File: config.mk
export PLATFORM = sky130hd
export DESIGN_NAME = sspd_port
export DESIGN_NICKNAME = d
export VERILOG_FILES = /design/src/inc/sspd_pkg.sv /design/src/core/sspd_port.sv /design/src/core/sspd_sync.sv /design/src/core/sspd_timer.sv
export VERILOG_INCLUDE_DIRS = /design/src /design/src/inc
export SDC_FILE = /design/constraint.sdc
export NUM_CORES = 1
export LEC_CHECK = 0
export CAP_MARGIN = 20
export CORE_MARGIN = 10
export CORE_UTILIZATION = 45
export DETAILED_ROUTE_END_ITERATION = 10
export DONT_BUFFER_PORTS = 1
export MAX_ROUTING_LAYER = met4
export PLACE_DENSITY_LB_ADDON = 0.15
export SYNTH_ARGS = -nofsm -noshare
export SYNTH_HDL_FRONTEND = slang
export SYNTH_SLANG_ARGS = --single-unit
File: constraint.sdc
create_clock -name i_sys_clk -period 2.3 [get_ports i_sys_clk]
set_clock_uncertainty 0.05 [all_clocks]
set_input_delay 0.23 -clock i_sys_clk [delete_from_list [all_inputs] [get_ports i_sys_clk]]
set_output_delay 0.23 -clock i_sys_clk [all_outputs]
set_load 0.01 [all_outputs]
File: src/inc/sspd_consts.svh
// Constants for the sensor serial port and power-down block.
// Assumes a 100 MHz system clock; included by sspd_port and the test bench.
// Contract
// - Writing config bit 6 enters power-down
// - Clearing config bit 6 leaves power-down
// - Transaction timeout disabled while powered down
// - Powered-down config write changes only bit 6
// - Registers keep contents during power-down
// - Config register sits at address zero
// - Power-down stops analog only, not logic
// - LED drive and data pin released when down
// - Host starts transfers and drives clock
// - Write: direction one, address, data byte
// - Drive on falling, sample on rising edges
// - Read: direction zero, address, device data
// - Final data bit held until next fall
// - Data pin stays input after a write
// - Power-down write forces data pin released
// - Timeout resets port if transaction too slow
`ifndef SSPD_CONSTS_SVH
`define SSPD_CONSTS_SVH

`define SSPD_CLK_MHZ        100
`define SSPD_ADDR_CFG       7'h00
`define SSPD_CFG_PD_BIT     6
`define SSPD_CFG_RESET      8'h00
`define SSPD_EDGES_PER_XFER 5'h10
`define SSPD_LAST_ADDR_EDGE 5'h08
`define SSPD_TIMEOUT_MS     90
`define SSPD_TIMEOUT_CYC    (`SSPD_TIMEOUT_MS * 1000 * `SSPD_CLK_MHZ)
`define SSPD_LED_DIV        16'h0FA0

`endif

File: src/inc/sspd_pkg.sv
// Types shared by the serial port and power-down block.
// Assumes nothing beyond the constants header.
package sspd_pkg;
   typedef enum logic [3:0] {
      SSPD_IDLE  = 4'b0001,
      SSPD_ADDR  = 4'b0010,
      SSPD_WDATA = 4'b0100,
      SSPD_RDATA = 4'b1000
   } sspd_state_t;
endpackage

File: src/core/sspd_port.sv
// Serial register port and power-down control of the motion sensor.
// Assumes the host drives the serial clock and is the only initiator;
// the serial clock and data input are asynchronous and are synchronised here.
`timescale 1ns/1ps
`default_nettype none
`include "sspd_consts.svh"
module sspd_port
   import sspd_pkg::*;
#(
   parameter int unsigned TIMEOUT_CYC = `SSPD_TIMEOUT_CYC,
   parameter int unsigned N_REGS      = 8
) (
   // Clock and reset
   input  wire logic i_sys_clk,
   input  wire logic i_rst_n,
   // Serial link pins
   input  wire logic i_sck,
   input  wire logic i_sdio,
   output logic      o_sdio,
   output logic      o_sdio_oe_n,
   // Shutter LED pin
   output logic      o_shutter_led_drive,
   output logic      o_shutter_led_oe_n,
   // Status
   output logic      o_power_down,
   output logic      o_analog_en
);
   logic sck_lvl, sck_rise, sck_fall;
   logic sdio_lvl;
   logic tmo;

   sspd_sync u_sck (
      .i_sys_clk (i_sys_clk),
      .i_rst_n   (i_rst_n),
      .i_async   (i_sck),
      .o_level   (sck_lvl),
      .o_rise    (sck_rise),
      .o_fall    (sck_fall)
   );

   sspd_sync u_sdio (
      .i_sys_clk (i_sys_clk),
      .i_rst_n   (i_rst_n),
      .i_async   (i_sdio),
      .o_level   (sdio_lvl),
      .o_rise    (),
      .o_fall    ()
   );

   // Port state
   sspd_state_t state_r, state_nxt;
   logic [4:0]  edges_r, edges_nxt;
   logic [7:0]  shift_r, shift_nxt;
   logic [6:0]  addr_r, addr_nxt;
   logic [7:0]  cfg_r, cfg_nxt;
   logic        pd_r, pd_nxt;
   logic        drv_r, drv_nxt;
   logic        dout_r, dout_nxt;
   logic        hold_r, hold_nxt;
   logic        tclr;
   logic [7:0]  regs_r [N_REGS];
   logic [7:0]  rd_byte;

   // Address zero is the configuration register; others read as zero
   function automatic logic [7:0] read_reg(input logic [6:0] a,
                                           input logic [7:0] cfg);
      if (a == `SSPD_ADDR_CFG)
         read_reg = cfg;
      else
         read_reg = 8'h00;
   endfunction

   sspd_timer #(
      .LIMIT (TIMEOUT_CYC)
   ) u_timer (
      .i_sys_clk (i_sys_clk),
      .i_rst_n   (i_rst_n),
      .i_clear   (tclr),
      .i_run     (state_r != SSPD_IDLE && !pd_r),
      .o_expired (tmo)
   );

   // Read data byte taken from the addressed register
   assign rd_byte = read_reg(addr_r, cfg_r);

   always_comb begin
      state_nxt = state_r;
      edges_nxt = edges_r;
      shift_nxt = shift_r;
      addr_nxt  = addr_r;
      cfg_nxt   = cfg_r;
      pd_nxt    = pd_r;
      drv_nxt   = drv_r;
      dout_nxt  = dout_r;
      hold_nxt  = hold_r;
      tclr      = 1'b0;

      // Final data bit stays on the line until the next falling edge
      if (hold_r && sck_fall) begin
         drv_nxt  = 1'b0;
         hold_nxt = 1'b0;
      end

      if (tmo && !pd_r) begin
         // Slow transaction: drop back to waiting for an address byte
         state_nxt = SSPD_IDLE;
         edges_nxt = 5'h00;
         drv_nxt   = 1'b0;
         hold_nxt  = 1'b0;
         tclr      = 1'b1;
      end else if (sck_rise) begin
         // Sample on rising edges, most significant bit first
         shift_nxt = {shift_r[6:0], sdio_lvl};
         edges_nxt = edges_r + 5'h01;
         case (state_r)
            SSPD_IDLE: begin
               tclr      = 1'b1;
               drv_nxt   = 1'b0;
               hold_nxt  = 1'b0;
               edges_nxt = 5'h01;
               state_nxt = SSPD_ADDR;
            end
            SSPD_ADDR: begin
               if (edges_r + 5'h01 == `SSPD_LAST_ADDR_EDGE) begin
                  addr_nxt = shift_nxt[6:0];
                  if (shift_nxt[7])
                     state_nxt = SSPD_WDATA;
                  else
                     state_nxt = SSPD_RDATA;
               end
            end
            SSPD_WDATA: begin
               if (edges_r + 5'h01 == `SSPD_EDGES_PER_XFER) begin
                  state_nxt = SSPD_IDLE;
                  edges_nxt = 5'h00;
                  if (addr_r == `SSPD_ADDR_CFG) begin
                     if (pd_r)
                        cfg_nxt[`SSPD_CFG_PD_BIT] = shift_nxt[`SSPD_CFG_PD_BIT];
                     else
                        cfg_nxt = shift_nxt;
                     pd_nxt = shift_nxt[`SSPD_CFG_PD_BIT];
                     // Any power-down write leaves the pin released
                     if (shift_nxt[`SSPD_CFG_PD_BIT]) begin
                        drv_nxt  = 1'b0;
                        hold_nxt = 1'b0;
                     end
                  end
                  // Write leaves the pin an input
                  drv_nxt = 1'b0;
               end
            end
            SSPD_RDATA: begin
               if (edges_r + 5'h01 == `SSPD_EDGES_PER_XFER) begin
                  state_nxt = SSPD_IDLE;
                  edges_nxt = 5'h00;
                  hold_nxt  = 1'b1;
               end
            end
            default: begin
               state_nxt = SSPD_IDLE;
               edges_nxt = 5'h00;
            end
         endcase
      end else if (sck_fall && state_r == SSPD_RDATA) begin
         // Device drives its data on falling edges, MSB first
         drv_nxt  = 1'b1;
         dout_nxt = rd_byte[3'(5'd15 - edges_r)];
      end
   end

   always_ff @(posedge i_sys_clk or negedge i_rst_n) begin
      if (!i_rst_n) begin
         state_r <= SSPD_IDLE;
         edges_r <= 5'h00;
         shift_r <= 8'h00;
         addr_r  <= 7'h00;
         cfg_r   <= `SSPD_CFG_RESET;
         pd_r    <= 1'b0;
         drv_r   <= 1'b0;
         dout_r  <= 1'b0;
         hold_r  <= 1'b0;
      end else begin
         state_r <= state_nxt;
         edges_r <= edges_nxt;
         shift_r <= shift_nxt;
         addr_r  <= addr_nxt;
         cfg_r   <= cfg_nxt;
         pd_r    <= pd_nxt;
         drv_r   <= drv_nxt;
         dout_r  <= dout_nxt;
         hold_r  <= hold_nxt;
      end
   end

   // Other registers hold their values; power-down gates the analog enable, both pins and the timer, not registers
   always_ff @(posedge i_sys_clk or negedge i_rst_n) begin
      if (!i_rst_n) begin
         for (int i = 0; i < N_REGS; i++)
            regs_r[i] <= 8'h00;
      end else begin
         regs_r[0] <= cfg_r;
      end
   end

   // Shutter LED: a simple strobe from a divider, released when powered down
   logic [15:0] div_r, div_nxt;
   logic        led_r, led_nxt;
   logic        sdo_r, sdo_oe_n_r, led_oe_n_r, pdo_r, ana_r;

   always_comb begin
      div_nxt = div_r + 16'h0001;
      led_nxt = led_r;
      if (div_r == `SSPD_LED_DIV) begin
         div_nxt = 16'h0000;
         led_nxt = ~led_r;
      end
   end

   always_ff @(posedge i_sys_clk or negedge i_rst_n) begin
      if (!i_rst_n) begin
         div_r      <= 16'h0000;
         led_r      <= 1'b0;
         sdo_r      <= 1'b0;
         sdo_oe_n_r <= 1'b1;
         led_oe_n_r <= 1'b1;
         pdo_r      <= 1'b0;
         ana_r      <= 1'b0;
      end else begin
         div_r      <= div_nxt;
         led_r      <= led_nxt;
         sdo_r      <= dout_nxt;
         sdo_oe_n_r <= ~(drv_nxt && !pd_nxt);
         led_oe_n_r <= pd_nxt;
         pdo_r      <= pd_nxt;
         ana_r      <= ~pd_nxt;
      end
   end

   assign o_sdio              = sdo_r;
   assign o_sdio_oe_n         = sdo_oe_n_r;
   assign o_shutter_led_drive = led_r;
   assign o_shutter_led_oe_n  = led_oe_n_r;
   assign o_power_down        = pdo_r;
   assign o_analog_en         = ana_r;
endmodule
`default_nettype wire

File: src/core/sspd_sync.sv
// Two-flop synchroniser with edge detect on the synchronised level.
// Assumes an asynchronous input and the system clock.
`timescale 1ns/1ps
`default_nettype none
module sspd_sync (
   // Clock and reset
   input  wire logic i_sys_clk,
   input  wire logic i_rst_n,
   // Async input
   input  wire logic i_async,
   // Synchronised level and edges
   output logic      o_level,
   output logic      o_rise,
   output logic      o_fall
);
   logic meta_r, sync_r, prev_r;
   logic meta_nxt, sync_nxt, prev_nxt;
   logic [2:0] arm_r, arm_nxt;

   always_comb begin
      meta_nxt = i_async;
      sync_nxt = meta_r;
      prev_nxt = sync_r;
      arm_nxt  = {arm_r[1:0], 1'b1};
   end

   always_ff @(posedge i_sys_clk or negedge i_rst_n) begin
      if (!i_rst_n) begin
         meta_r <= 1'b0;
         sync_r <= 1'b0;
         prev_r <= 1'b0;
         arm_r  <= 3'h0;
      end else begin
         meta_r <= meta_nxt;
         sync_r <= sync_nxt;
         prev_r <= prev_nxt;
         arm_r  <= arm_nxt;
      end
   end

   // Edges wait until the chain holds real pin samples: a pin idling high
   // would otherwise look like a rise right after reset and skew the port
   assign o_level = sync_r;
   assign o_rise  = sync_r & ~prev_r & arm_r[2];
   assign o_fall  = ~sync_r & prev_r & arm_r[2];
endmodule
`default_nettype wire

File: src/core/sspd_timer.sv
// Transaction timer: counts while armed, flags expiry once it reaches its limit.
// Assumes the caller clears it at the start of each transaction.
`timescale 1ns/1ps
`default_nettype none
module sspd_timer #(
   parameter int unsigned LIMIT = 32'd9000000
) (
   // Clock and reset
   input  wire logic i_sys_clk,
   input  wire logic i_rst_n,
   // Control
   input  wire logic i_clear,
   input  wire logic i_run,
   // Status
   output logic      o_expired
);
   logic [31:0] cnt_r, cnt_nxt;

   always_comb begin
      cnt_nxt = cnt_r;
      if (i_clear)
         cnt_nxt = 32'h0000_0000;
      else if (i_run && cnt_r < LIMIT)
         cnt_nxt = cnt_r + 32'h0000_0001;
   end

   always_ff @(posedge i_sys_clk or negedge i_rst_n) begin
      if (!i_rst_n)
         cnt_r <= 32'h0000_0000;
      else
         cnt_r <= cnt_nxt;
   end

   assign o_expired = (cnt_r >= LIMIT);
endmodule
`default_nettype wire

==> key figures <==
Outcome
  • Status: finished, violations left
  • Violated checks: hold timing

Detailed routing
  • Avg Vias per Cell: 5.66
  • Residual DRC count: 0
  • Drt total wl: slightly below 10,000 µm
  • Avg WL per Cell: about 16 µm
  • Routed vias: 3,436
  • Initial DRC count: 241
  • Antenna viol nets, final: 0
  • DRT Pass-1 Iters: 4

Worst setup path
  • Reg-to-reg endpoint: cfg_r[3]
  • FF-to-FF setup slack: 50 ps
  • Worst path required time: between 2000 and 3000 ps
  • Worst Path Max Fanout: 7
  • Crit end category: register
  • R2R cell count: 5
  • Startpoint Class: register
  • R2r startpoint: addr_r[2]
  • Worst setup path startpoint: addr_r[2]
  • CP Class: reg -> reg
  • Crit path capture: cfg_r[3]
  • Worst Path Arrival: around 2500 ps

Logic synthesis
  • Syn Area/Cell: 10.9 µm²
  • Ys async rst share: 1.00
  • Ys Warns: 0
  • Synth Net Count: 446
  • Netlist cell types: 65
  • Top cell type's share of synthesized area: 0.485
  • Cells after Synth: 437
  • Ys flop type: dfrtp_1
  • Post-synth top area cell: dfrtp_1
  • #FFs+latches synth: 95
  • Syn Std Cell Area: about 0.0047 mm²
  • Register area share after synthesis: 0.502
  • Post-synth EDFFs: 0
  • Top cells by area, synth: dfrtp_1 49%, mux2_2 4.0%, a21oi_1 3.7%

Cells and area
  • Nets@finish: 475
  • Commonest non-fill, non-tap cells in the layout: 91 x dfrtp_1, 34 x buf_4, 32 x a21oi_1
  • Filler instances: 911
  • Seq. cell area: 0.00238 mm²
  • Ant diodes: 0
  • Final Util: 0.523
  • Area of the multi-input gates: 0.00229 mm²
  • Commonest non-fill, non-tap cell in the layout: dfrtp_1
  • Area delta synth->final: 13.4%
  • Ratio of cells with drive above 1 in the final layout: 0.236
  • Fin area: 0.00538 mm²

Clocking
  • Root Buffer Master: clkbuf_8
  • CTS HTree Levels: 3
  • Max clock buf depth: 2
  • Clk slew on worst S/H paths: 110 ps
  • Clock Sink Count: 95
  • # hold bufs at CTS: 2
  • TritonCTS clock tree: done
  • CTS buffer count: 9
  • Worst-skew pair later-pin latency: 370 ps

Pwr
  • Leakage Power: 2.44 nW
  • VDD IR-drop max: 0.316 mV
  • P per Cell Area: 683 mW/mm²

STA
  • Final setup fails: 0
  • Least-Margin Pin Slew: 496 ps
  • Final Hold Fails: 95
  • Period utilization: 0.977
  • Maximum clock rate: 445 MHz
  • Hold WS: -511 ps
  • Max-slew violations: 0
  • Slew HR: 0.665
  • Final min period: ~2200 ps
  • Setup ws final: about 54 ps
  • RSZ-0062 raised after global routing: true

Placed design
  • HPWL after detailed placement: ~6700 µm
  • Port-buffer cells: 0
  • Dpl cell area: just over 0.005 mm²
  • RD Place Congestion: between 0.8 and 0.9
  • Setup WS pre-CTS: 3.27 ps

Floorplanning
  • Initial core utilization: 0.461
  • Row cnt: 37
  • Die width: 123 µm
  • Die height: approximately 120 µm
  • I/O pin count: 10
  • Core area: about 0.010 mm²
  • Total die area: between 0.015 and 0.02 mm²

Global route
  • All-Layer GR Usage: 0.143
  • Initial antenna violation count: 0
  • Vias in the first global route: 3,426
  • Maximum number of pins on one net before global-route repair: 96
  • Grt total ovfl: 0
  • Global-route wire length before repair: about 17,000 µm

Min path
  • Hold WC Path Type: in -> async

Job
  • MaxCap Viol Count: 0
[Yosys cell counts (3+ instances only)]
master,number
a21o_1,3
a21oi_1,35
and3_1,14
and4_1,6
buf_2,4
buf_6,3
clkbuf_1,12
dfrtp_1,92
dfstp_2,3
ha_1,5
inv_1,10
mux2_2,17
mux2_4,7
mux2i_1,3
nand2_1,28
nand2b_1,3
nand3_1,22
nand3b_1,3
nand4_1,8
nor2_1,20
nor2b_1,3
nor3_1,4
nor4_1,6
o211ai_1,3
o21a_1,3
o21ai_0,22
o31ai_1,13
or3_1,10
or4_1,15
or4_4,3
xnor2_1,8
xor2_1,8
[cells by family after synthesis]
kind of cell / count (synthesis) / synth area share
muxes: 29 / 0.0784
buffers and inverters: 30 / 0.0298
DFF: 95 / 0.502
AOI/OAI and AO/OA: 98 / 0.134
xor gates and xnor gates: 16 / 0.0296
other: 1 / 0.000791
and+or+nand+nor: 163 / 0.213
adders and majority gates: 5 / 0.0132
[metrics by stage]
stage	power [mW]	std cells	TNS (ps)
detailed placement	2.59	585	0
global route	3.88	607	-132
finish	3.67	607	0
CTS	3.70	604	0
global placement	2.58	585	0
floorplan	2.42	437	0
[worst max-delay path, cell delays in order (launching register included)]
cell and delay, ps:
dfrtp_1 390, or4_4 550, nor4_4 230, nand4_2 160, or3_4 440, mux2_4 320
[final cells by class]
class / instances / share of cell area
Clock buffer: 9 / 0.0230
Clock inverter: 7 / 0.0142
Inverter: 10 / 0.00698
Multi-Input combinational cell: 312 / 0.426
Sequential cell: 95 / 0.443
Tap cell: 136 / 0.0317
Timing Repair Buffer: 38 / 0.0554
[registers in the layout (all words and copies together), names as in the netlist, 3 cells and up]
name and count:
u_timer.cnt_r 32, edges_r 5, shift_r 7, div_r 16, addr_r 7, cfg_r 8
u_sck.arm_r 3, state_r 4
[layer usage]
metal	vias up	global-route usage	wire, µm
li1	1679	-	-
met1	1689	0.188	4660
met2	57	0.217	4560
met3	11	0.0248	300
met4	0	0.0538	132
met5	-	-	0
[how the worst min path moves through the flow]
stage / depth (start not counted) / to / slack, ps / startpoint
floorplan: 0 / addr_r[0] / -120 / i_rst_n
global placement: 0 / u_timer.cnt_r[11] / -110 / i_rst_n
detailed placement: 0 / u_timer.cnt_r[10] / -110 / i_rst_n
CTS: 0 / div_r[5] / -530 / i_rst_n
global route: 0 / u_timer.cnt_r[10] / -530 / i_rst_n
finish: 0 / u_timer.cnt_r[10] / -510 / i_rst_n
[power breakdown]
group	internal [mW]	total, mW	switching (mW)
combinational	0.286	0.582	0.296
sequential	1.81	2.00	0.189
clock	0.426	1.09	0.666
total	2.52	3.67	1.15
[timing repair]
action,4_1_cts,5_1_grt
endpoints found under the setup margin,7,42
setup buffers,1,4
pin swaps,0,5
hold endpoints to repair,97,95
gates resized for setup,1,16
No activity file was read; power rests on OpenSTA's default activity.
